$ cat config.mk
export PLATFORM = sky130hd
export DESIGN_NAME = svd_top
export DESIGN_NICKNAME = d
export VERILOG_FILES = /design/src/svd_pkg.sv /design/src/svd_sync_if.sv /design/src/svd_sync.sv /design/src/svd_top.sv
export SDC_FILE = /design/constraint.sdc
export NUM_CORES = 1
export LEC_CHECK = 0
export ABC_AREA = 1
export BUFFER_PORTS_ARGS = -buffer_cell sky130_fd_sc_hd__buf_2
export CELL_PAD_IN_SITES_DETAIL_PLACEMENT = 1
export CELL_PAD_IN_SITES_GLOBAL_PLACEMENT = 1
export CORE_MARGIN = 2
export CORE_UTILIZATION = 34
export DETAILED_ROUTE_END_ITERATION = 10
export PLACE_DENSITY_LB_ADDON = 0.1
export SLEW_MARGIN = 20
export SYNTH_ARGS = -nofsm -noshare
export SYNTH_HDL_FRONTEND = slang
export SYNTH_SLANG_ARGS = --single-unit
$ cat constraint.sdc
create_clock -name sys_clk -period 2.4 [get_ports sys_clk]
set_clock_uncertainty 0.1 [all_clocks]
set_input_delay 0.72 -clock sys_clk [delete_from_list [all_inputs] [get_ports sys_clk]]
set_output_delay 0.72 -clock sys_clk [all_outputs]
set_load 0.03 [all_outputs]
$ cat src/svd_pkg.sv
// Constants for the supply voltage detect block
// Assumes a 250 MHz system clock and a word-wide AHB-Lite register bus
package svd_pkg;

   // Register byte offsets
   localparam logic [7:0] DETECT_OFFS     = 8'h0C;
   localparam logic [7:0] IRQ_STAT_OFFS   = 8'h10;
   localparam logic [7:0] IRQ_MASK_OFFS   = 8'h14;
   localparam logic [7:0] MON_STAT_OFFS   = 8'h18;

   // Field positions
   localparam int ENABLE_BIT   = 0;
   localparam int LOW_BIT      = 1;
   localparam int HIGH_BIT     = 2;
   localparam int ALARM_BIT    = 5;
   localparam int VALID_BIT    = 0;

   // Values after reset
   localparam logic       ENABLE_RST   = 1'b0;
   localparam logic       FLAG_RST     = 1'b0;
   localparam logic [7:0] IRQ_STAT_RST = 8'h00;
   localparam logic [7:0] IRQ_MASK_RST = 8'h00;

   // Settling time before flags are trusted
   localparam int SETTLE_TIME_US = 20;
   localparam int CLK_FREQ_MHZ   = 250;
   localparam int SETTLE_CYCLES  = SETTLE_TIME_US * CLK_FREQ_MHZ;

   // Synchroniser depth on comparator pins
   localparam int SYNC_STAGES = 2;

   // Monitor states, Gray along off, settling, active
   typedef enum logic [1:0]
   {
      MON_OFF    = 2'b00,
      MON_SETTLE = 2'b01,
      MON_ACTIVE = 2'b11
   } svd_mon_e;

endpackage

$ cat src/svd_sync_if.sv
// Carries raw comparator levels to the synchroniser and back
// Assumes both ends run on the same system clock
`timescale 1ns/10ps
interface svd_sync_if
#(
   parameter int W = 2
);
   logic [W-1:0] raw;
   logic [W-1:0] synced;

   modport sync_side
   (
      input  raw,
      output synced
   );

   modport user
   (
      output raw,
      input  synced
   );
endinterface

$ cat src/svd_sync.sv
// Two-flop synchroniser for asynchronous comparator levels
// Assumes sys_clk and synchronous active-high srst
`timescale 1ns/10ps
module svd_sync
#(
   parameter int W = 2
)
(
   input  wire logic     sys_clk,
   input  wire logic     srst,
   svd_sync_if.sync_side link
);

   logic [W-1:0] meta_q;
   logic [W-1:0] stable_q;

   always_ff @(posedge sys_clk)
   begin
      if (srst)
      begin
         meta_q   <= '0;
         stable_q <= '0;
      end
      else
      begin
         meta_q   <= link.raw;
         stable_q <= meta_q;
      end
   end

   assign link.synced = stable_q;

endmodule

$ cat src/svd_top.sv
// Supply voltage detect: enable, level flags, alarm latch and interrupt
// Assumes async comparator levels and an AHB-Lite master on sys_clk
`timescale 1ns/10ps

module svd_top
#(
   parameter int SETTLE_CYCLES = svd_pkg::SETTLE_CYCLES
)
(
   input  wire logic        sys_clk,
   input  wire logic        srst,
   // AHB-Lite slave
   input  wire logic        hsel,
   input  wire logic [31:0] haddr,
   input  wire logic [1:0]  htrans,
   input  wire logic        hwrite,
   input  wire logic [2:0]  hsize,
   input  wire logic [31:0] hwdata,
   input  wire logic        hready,
   output logic             hreadyout,
   output logic             hresp,
   output logic [31:0]      hrdata,
   // Analog comparators
   input  wire logic        aboveUpperThreshold,
   input  wire logic        belowLowerThreshold,
   output logic             supplyMonitorEnable,
   // Interrupt controller
   output logic             supplyAlarmRequest,
   output logic             irq
);

   localparam int CNT_W = $clog2(SETTLE_CYCLES + 1);
   localparam logic [CNT_W-1:0] SETTLE_LAST = CNT_W'(SETTLE_CYCLES - 1);

   ////////////////////////////////////////////////////////////////////////////
   // Comparator synchronisation

   svd_sync_if #(.W(2)) cmpLink ();

   assign cmpLink.raw = {aboveUpperThreshold, belowLowerThreshold};

   svd_sync #(.W(2)) u_sync
   (
      .sys_clk (sys_clk),
      .srst    (srst),
      .link    (cmpLink.sync_side)
   );

   logic highSync;
   logic lowSync;

   assign highSync = cmpLink.synced[1];
   assign lowSync  = cmpLink.synced[0];

   ////////////////////////////////////////////////////////////////////////////
   // Register state

   logic                enable_q;
   logic                enable_d;
   logic                highFlag_q;
   logic                lowFlag_q;
   logic                alarmLatch_q;
   logic                alarmLatch_d;
   logic                alarmMask_q;
   logic                alarmMask_d;
   logic                alarmReq_q;
   logic                irq_q;
   svd_pkg::svd_mon_e   mon_q;
   svd_pkg::svd_mon_e   mon_d;
   logic [CNT_W-1:0]    settleCnt_q;
   logic [CNT_W-1:0]    settleCnt_d;

   ////////////////////////////////////////////////////////////////////////////
   // Bus address phase

   logic                wrPend_q;
   logic [7:0]          wrAddr_q;
   logic                rdStall_q;
   logic [7:0]          rdAddr_q;
   logic                hreadyout_q;
   logic [31:0]         hrdata_q;
   logic [31:0]         hrdata_d;

   logic                accept;
   logic                readAccept;
   logic                writeAccept;
   logic                readHazard;
   logic [7:0]          rdSelAddr;

   assign accept      = hsel && htrans[1] && hready;
   assign readAccept  = accept && !hwrite;
   assign writeAccept = accept && hwrite;
   assign readHazard  = readAccept && wrPend_q;
   assign rdSelAddr   = rdStall_q ? rdAddr_q : haddr[7:0];

   ////////////////////////////////////////////////////////////////////////////
   // Write decode, data phase

   logic wrDetect;
   logic wrIrqStat;
   logic wrIrqMask;

   assign wrDetect  = wrPend_q && (wrAddr_q == svd_pkg::DETECT_OFFS);
   assign wrIrqStat = wrPend_q && (wrAddr_q == svd_pkg::IRQ_STAT_OFFS);
   assign wrIrqMask = wrPend_q && (wrAddr_q == svd_pkg::IRQ_MASK_OFFS);

   ////////////////////////////////////////////////////////////////////////////
   // Read decode

   logic        rdDetect;
   logic        rdIrqStat;
   logic        rdIrqMask;
   logic        rdMonStat;
   logic [7:0]  detectView;
   logic [7:0]  irqStatView;
   logic [7:0]  irqMaskView;
   logic [7:0]  monStatView;
   logic [7:0]  readByte;

   assign rdDetect  = (rdSelAddr == svd_pkg::DETECT_OFFS);
   assign rdIrqStat = (rdSelAddr == svd_pkg::IRQ_STAT_OFFS);
   assign rdIrqMask = (rdSelAddr == svd_pkg::IRQ_MASK_OFFS);
   assign rdMonStat = (rdSelAddr == svd_pkg::MON_STAT_OFFS);

   always_comb
   begin
      detectView                        = 8'h00;
      detectView[svd_pkg::ENABLE_BIT]   = enable_q;
      detectView[svd_pkg::LOW_BIT]      = lowFlag_q;
      detectView[svd_pkg::HIGH_BIT]     = highFlag_q;
      irqStatView                       = 8'h00;
      irqStatView[svd_pkg::ALARM_BIT]   = alarmLatch_q;
      irqMaskView                       = 8'h00;
      irqMaskView[svd_pkg::ALARM_BIT]   = alarmMask_q;
      monStatView                       = 8'h00;
      monStatView[svd_pkg::VALID_BIT]   = (mon_q == svd_pkg::MON_ACTIVE);
   end

   assign readByte = rdDetect  ? detectView  :
                     rdIrqStat ? irqStatView :
                     rdIrqMask ? irqMaskView :
                     rdMonStat ? monStatView : 8'h00;

   ////////////////////////////////////////////////////////////////////////////
   // Read data and wait state

   always_comb
   begin
      hrdata_d = hrdata_q;
      if (rdStall_q)
      begin
         hrdata_d = {24'h000000, readByte};
      end
      else if (readAccept && !readHazard)
      begin
         hrdata_d = {24'h000000, readByte};
      end
      else if (accept)
      begin
         hrdata_d = 32'h00000000;
      end
   end

   always_ff @(posedge sys_clk)
   begin
      if (srst)
      begin
         wrPend_q    <= 1'b0;
         wrAddr_q    <= 8'h00;
         rdStall_q   <= 1'b0;
         rdAddr_q    <= 8'h00;
         hreadyout_q <= 1'b1;
         hrdata_q    <= 32'h00000000;
      end
      else
      begin
         wrPend_q    <= writeAccept;
         wrAddr_q    <= writeAccept ? haddr[7:0] : wrAddr_q;
         rdStall_q   <= readHazard;
         rdAddr_q    <= readHazard ? haddr[7:0] : rdAddr_q;
         hreadyout_q <= !readHazard;
         hrdata_q    <= hrdata_d;
      end
   end

   ////////////////////////////////////////////////////////////////////////////
   // Enable and mask registers

   always_comb
   begin
      enable_d    = enable_q;
      alarmMask_d = alarmMask_q;
      if (wrDetect)
      begin
         enable_d = hwdata[svd_pkg::ENABLE_BIT];
      end
      if (wrIrqMask)
      begin
         alarmMask_d = hwdata[svd_pkg::ALARM_BIT];
      end
   end

   ////////////////////////////////////////////////////////////////////////////
   // Monitor sequencing and settle timer

   always_comb
   begin
      mon_d       = mon_q;
      settleCnt_d = settleCnt_q;
      case (mon_q)
         svd_pkg::MON_OFF:
         begin
            settleCnt_d = '0;
            if (enable_q)
            begin
               mon_d = svd_pkg::MON_SETTLE;
            end
         end
         svd_pkg::MON_SETTLE:
         begin
            if (!enable_q)
            begin
               mon_d = svd_pkg::MON_OFF;
            end
            else if (settleCnt_q == SETTLE_LAST)
            begin
               mon_d = svd_pkg::MON_ACTIVE;
            end
            else
            begin
               settleCnt_d = settleCnt_q + CNT_W'(1);
            end
         end
         svd_pkg::MON_ACTIVE:
         begin
            if (!enable_q)
            begin
               mon_d = svd_pkg::MON_OFF;
            end
         end
         default:
         begin
            mon_d = svd_pkg::MON_OFF;
         end
      endcase
   end

   ////////////////////////////////////////////////////////////////////////////
   // Alarm latch, set wins over clear

   logic alarmSet;
   logic alarmClr;

   assign alarmSet = (mon_q == svd_pkg::MON_ACTIVE) && lowFlag_q;
   assign alarmClr = wrIrqStat && hwdata[svd_pkg::ALARM_BIT];

   always_comb
   begin
      alarmLatch_d = alarmLatch_q;
      if (alarmSet)
      begin
         alarmLatch_d = 1'b1;
      end
      else if (alarmClr)
      begin
         alarmLatch_d = 1'b0;
      end
   end

   ////////////////////////////////////////////////////////////////////////////
   // State registers

   always_ff @(posedge sys_clk)
   begin
      if (srst)
      begin
         enable_q     <= svd_pkg::ENABLE_RST;
         alarmMask_q  <= svd_pkg::IRQ_MASK_RST[svd_pkg::ALARM_BIT];
         alarmLatch_q <= svd_pkg::IRQ_STAT_RST[svd_pkg::ALARM_BIT];
         mon_q        <= svd_pkg::MON_OFF;
         settleCnt_q  <= '0;
      end
      else
      begin
         enable_q     <= enable_d;
         alarmMask_q  <= alarmMask_d;
         alarmLatch_q <= alarmLatch_d;
         mon_q        <= mon_d;
         settleCnt_q  <= settleCnt_d;
      end
   end

   ////////////////////////////////////////////////////////////////////////////
   // Level flags and request lines

   logic monitorNext;

   // Flags follow the enable as written, so a read never sees a stale flag
   assign monitorNext = enable_d;

   always_ff @(posedge sys_clk)
   begin
      if (srst)
      begin
         highFlag_q <= svd_pkg::FLAG_RST;
         lowFlag_q  <= svd_pkg::FLAG_RST;
         alarmReq_q <= 1'b0;
         irq_q      <= 1'b0;
      end
      else
      begin
         highFlag_q <= monitorNext && highSync;
         lowFlag_q  <= monitorNext && lowSync;
         alarmReq_q <= monitorNext && lowFlag_q;
         irq_q      <= alarmLatch_d && alarmMask_d;
      end
   end

   ////////////////////////////////////////////////////////////////////////////
   // Outputs

   assign hreadyout           = hreadyout_q;
   assign hresp               = 1'b0;
   assign hrdata              = hrdata_q;
   assign supplyMonitorEnable = enable_q;
   assign supplyAlarmRequest  = alarmReq_q;
   assign irq                 = irq_q;

endmodule

Word level (Yosys, flattened, before mapping)
Index checks and enable logic that the tools add are counted.
{"block": "word_totals", "ff_bits": 53, "in_bits": 76, "output_inout_bits": 37, "elab_cells": 75}
{"block": "classes", "add_sub_neg": 1, "n_eq_ne": 15, "n_mux": 20, "n_reduce_logical": 22}
{"op": "8-bit by 5-bit == test with 1-bit output (second input constant)", "n": 5}
{"op": "8-bit 2-to-1 mux", "n": 4}
{"op": "13-bit 2-to-1 mux", "n": 2}
{"op": "13-bit one-hot mux with 2 select lines", "n": 1}
{"op": "6-bit 2-to-1 mux", "n": 3}
{"op": "8-bit by 4-bit == test with 1-bit output (second input constant)", "n": 2}
{"op": "1-bit logical AND", "n": 15}
{"op": "13-bit by 1-bit adder with 13-bit output (second input constant)", "n": 1}
{"op": "13-bit == test (second input constant)", "n": 1}
{"op": "2-bit 2-to-1 mux", "n": 4}
{"op": "2-bit != test (second input constant)", "n": 4}
{"op": "2-bit one-hot mux with 3 select lines", "n": 1}
{"op": "3-bit AND reduction", "n": 2}
{"op": "1-bit 2-to-1 mux", "n": 5}
{"op": "3-bit != test (second input constant)", "n": 1}
{"op": "3-bit nonzero test", "n": 1}
{"op": "2-bit by 1-bit == test with 1-bit output (second input constant)", "n": 1}
{"op": "2-bit == test (second input constant)", "n": 1}
{"op": "1-bit zero test", "n": 2}
{"op": "2-bit zero test", "n": 1}
{"op": "2-bit nonzero test", "n": 1}

Depth between registers and ports, before layout
{"block": "depth", "word_depth": 8, "ltp_mapped": 10, "ltp_nobuf": 10}

By module
From an unflattened synthesis, not the netlist that was laid out.
{"block": "hier_totals", "hier_cells": 362, "area_unflattened_um2": 2511.2}
{"module": "svd_top", "instances": 1, "cells_per_inst": 350, "area_per_inst_um2": 2401.1, "seq_area_each_um2": 900.9}
{"module": "svd_sync", "instances": 1, "cells_per_inst": 12, "area_per_inst_um2": 110.1, "seq_area_each_um2": 80.1}

Worst setup path before layout
Ideal clock, no wire load.
{"block": "synth_timing", "kind": "input to register", "from": "in srst", "to": "reg alarmLatch_q", "setup_time_ns": 0.129, "t_arrival_ns": 1.370, "required_ns": 2.171, "path_slack_ns": 0.801, "path_stages": 3, "path_buffers": 2, "cell_sequence": "buf_1 clkbuf_1 nor2_1"}
{"element": "start, declared", "line": "svd_top.sv:11", "text": "input wire logic srst,"}
{"element": "end signal, assigned", "line": "svd_top.sv:279", "text": "alarmLatch_q <= svd_pkg::IRQ_STAT_RST[svd_pkg::ALARM_BIT];"}
{"element": "end signal, assigned", "line": "svd_top.sv:287", "text": "alarmLatch_q <= alarmLatch_d;"}
{"element": "end, declared", "line": "svd_top.sv:62", "text": "logic alarmLatch_q;"}
No word-level cell between the ends.

Final worst setup path
{"block": "layout_timing", "from": "reg settleCnt_q[0]", "to": "reg settleCnt_q[4]"}
{"block": "layout_between", "elab_chain_cells": 4, "word_cells_on_any_way": 7, "classes_between": "1 x add/sub; 2 x eq/ne; 3 x mux; 1 x reduce/logical"}
{"element": "start, declared", "line": "svd_top.sv:70", "text": "logic [CNT_W-1:0] settleCnt_q;"}
{"element": "start signal, assigned", "line": "svd_top.sv:289", "text": "settleCnt_q <= settleCnt_d;"}
{"element": "13-bit by 1-bit adder with 13-bit output", "line": "svd_top.sv:231", "text": "settleCnt_d = settleCnt_q + CNT_W'(1);"}
{"element": "13-bit 2-to-1 mux", "line": "svd_top.sv:225", "text": "else if (settleCnt_q == SETTLE_LAST)"}
{"element": "13-bit 2-to-1 mux", "line": "svd_top.sv:221", "text": "if (!enable_q)"}
{"element": "13-bit one-hot mux with 2 select lines", "line": "svd_top.sv:210", "text": "case (mon_q)"}
Parallel ways exist; a longest one is shown, timed or not. The select of a mux whose other input is x is not followed.
A chain may end at the register's enable or synchronous reset.

==> flow_summary.json <==
{
  "status": "finished clean",
  "avgViaCountPerCell": 4.52,
  "total_power_mw": 1.50,
  "hold_viol": 0,
  "cp_max_fo": 13,
  "cts_setup_buffers": 0,
  "die_area_um2": 8120,
  "first_pass_iters": 4,
  "cpMaxStageDelayCell": "dfxtp_1",
  "post_drt_wl_per_cell_um": 12.5,
  "drive_above_1_share_pct": 12.5,
  "fillers": 985,
  "numCtsBuffers": 5,
  "n_antenna_cell": 0,
  "crit_path_max_incr_delay_ns": 0.44,
  "dp_slack_ns": 0.449,
  "period_share_pct": 81.7,
  "grt_usage_pct": 15.8,
  "max-vdd-ir-drop_v": 0.000236,
  "cts_resized": 0,
  "grt_pass1_vias": 2242,
  "cts.htree.levels": 2,
  "worst_slack_ns": 0.440,
  "synth_cell_types": 30,
  "p_leak_nw": 1.14,
  "final_nets": 469,
  "rows": 31,
  "area_growth_syn_to_layout_pct": 7.94,
  "start_util_pct": 35.0,
  "grt_pass1_wl_um": 10600,
  "seq_area_frac_synth_pct": 38.9,
  "yosys-top-cells-area": "dfxtp_1, nand2_1, buf_4, nor2_1, inv_1",
  "ys_seq_elements": 49,
  "setup_viol": 0,
  "yosys_warnings": 0,
  "crit_type": "register to register",
  "avgSynthCellArea_um2": 6.89,
  "num_vias": 2226,
  "hpwl_um": 4650,
  "required_ns": 2.51,
  "cp.arrival_ns": 2.07,
  "cp_cell_sequence": "ha_1 > nand2_1 > nor3_2 > nand3_2 > nand2_4 > nand2_4 > nand2_1 > nand2_1 > nand2_1 > nor2_1",
  "startpoint_type": "register",
  "clock_latency_ns": 0.31,
  "core_area_um2": 7210,
  "synth_top_area_share_pct": 38.9,
  "clock_sinks": 49,
  "timing.fmax_ghz": 0.510,
  "hold_ws_ns": 0.316,
  "drtAntennaViolNets": 0,
  "cts_root_buffer": "clkbuf_8",
  "synth_top_area_cell": "dfxtp_1",
  "syn_inst": 366,
  "syn_area_um2": 2520,
  "cts.reportedPaths.clkPinSlew_ns": 0.11,
  "drt_iter0_markers": 44,
  "end_kind": "register",
  "clock_path_buffers": 2,
  "path_common_cell": "nand2_1",
  "power_per_cell_area_nw_per_um2": 551,
  "finalMaxSlewViolations": 0,
  "drc": 0,
  "fin_setup_tns_ns": 0,
  "drv_cap": 0,
  "fin_util_pct": 37.7,
  "die_w_um": 90.1,
  "routed_wl_um": 6130,
  "hold_buffers": 0,
  "routabilityCongestion": 0.777,
  "io_buffers": 25,
  "cts_tree": "built",
  "grt_start_max_net_pins": 21,
  "min_period_ns": 1.96,
  "min_path_type": "register to register",
  "antenna_found_initial": 0,
  "rsz0062_at_grt": "no",
  "grt-ovfl-total": 0,
  "reg2reg_slack_ns": 0.44,
  "pin_count": 113,
  "fp.dieH_um": 90.1
}
-- Yosys cell counts --
master / number
nand2_1: 83
nor2_1: 51
dfxtp_1: 49
inv_1: 46
buf_4: 30
nand3_1: 28
a21oi_1: 21
o21ai_0: 13
nand4_1: 5
o22ai_1: 5
nor3_1: 4
xor2_1: 4
a21oi_2: 3
nor2_2: 3
nor3_2: 3
buf_6: 2
clkbuf_1: 2
nand2_4: 2
a211oi_1: 1
a21o_1: 1
a31oi_1: 1
buf_1: 1
conb_1: 1
ha_1: 1
inv_4: 1
nand2_2: 1
nand3_2: 1
o211ai_1: 1
o21bai_1: 1
or2_2: 1
-- worst max-delay path, delay by kind of cell, from the launching register on --
family | cells | cell delay [ns]
and+or+nand+nor | 9 | 1.02
DFF | 1 | 0.44
adders and majority gates | 1 | 0.30
-- cells in the final DEF, fill, tap and decap left out, drive strengths merged, types with 4 or more instances in the layout --
cell    instances
nand2          86
nor2           54
inv            50
dfxtp          49
conb           29
nand3          29
buf            26
a21oi          24
o21ai          13
nor3            7
o22ai           5
nand4           5
clkbuf          5
xor2            4
-- path summary, 6_finish.rpt --
path                         start        endpoint  depth (start not counted)
max                 settleCnt_q[0]  settleCnt_q[4]                         10
min          u_sync.link.synced[0]       lowFlag_q                          2
max reg2reg         settleCnt_q[0]  settleCnt_q[4]                         10
min reg2reg  u_sync.link.synced[0]       lowFlag_q                          2
-- power by group --
part | total, mW | switching [mW] | internal [mW]
Clock | 0.544 | 0.323 | 0.221
Sequential | 0.824 | 0.00317 | 0.821
Combinational | 0.132 | 0.108 | 0.0243
Total | 1.50 | 0.434 | 1.07
-- sequential cells by signal, summed over array words and instances (netlist names), 2 cells and up --
| signal | count |
|---|---|
| hrdata | 4 |
| mon_q | 2 |
| rdAddr_q | 8 |
| settleCnt_q | 13 |
| u_sync.link.synced | 2 |
| u_sync.meta_q | 2 |
| wrAddr_q | 8 |
-- metrics by stage --
step / cell area [um^2] / instances
finish: 2720 / 492
CTS: 2720 / 492
global placement: 2630 / 484
detailed placement: 2630 / 484
floorplan: 2630 / 394
global route: 2720 / 492
-- kinds of logic (layout without fill, tap and decap cells) --
kind of cell,count (synthesis),count (layout),share of synthesized area (%)
flip-flops,49,49,38.9
other,1,29,0.149
AND/OR/NAND/NOR,182,182,31.3
AO/OA/AOI/OAI,47,47,10.5
adder cells (fa/ha/maj),1,1,0.496
XOR/XNOR,4,4,1.39
buffers and inverters,82,81,17.4
-- routing by layer --
| metal | global-route usage (%) | vias to the layer above | wire length, um |
|---|---|---|---|
| met2 | 27.7 | 43 | 2860 |
| met4 | 4.23 | 0 | 31 |
| met3 | 2.26 | 2 | 189 |
| met1 | 20.4 | 1033 | 3050 |
| met5 | 0 | - | 0 |
| li1 | - | 1148 | - |
-- area by class of cell --
cell class,count,area [um^2],area share (%)
Inverter,47,179,6.57
Multi-Input combinational cell,263,1210,44.4
Tap cell,99,124,4.55
Clock buffer,5,68.8,2.53
Sequential cell,49,981,36.0
Clock inverter,3,28.8,1.06
Timing Repair Buffer,26,133,4.87
(Power assumes the default switching activity.)
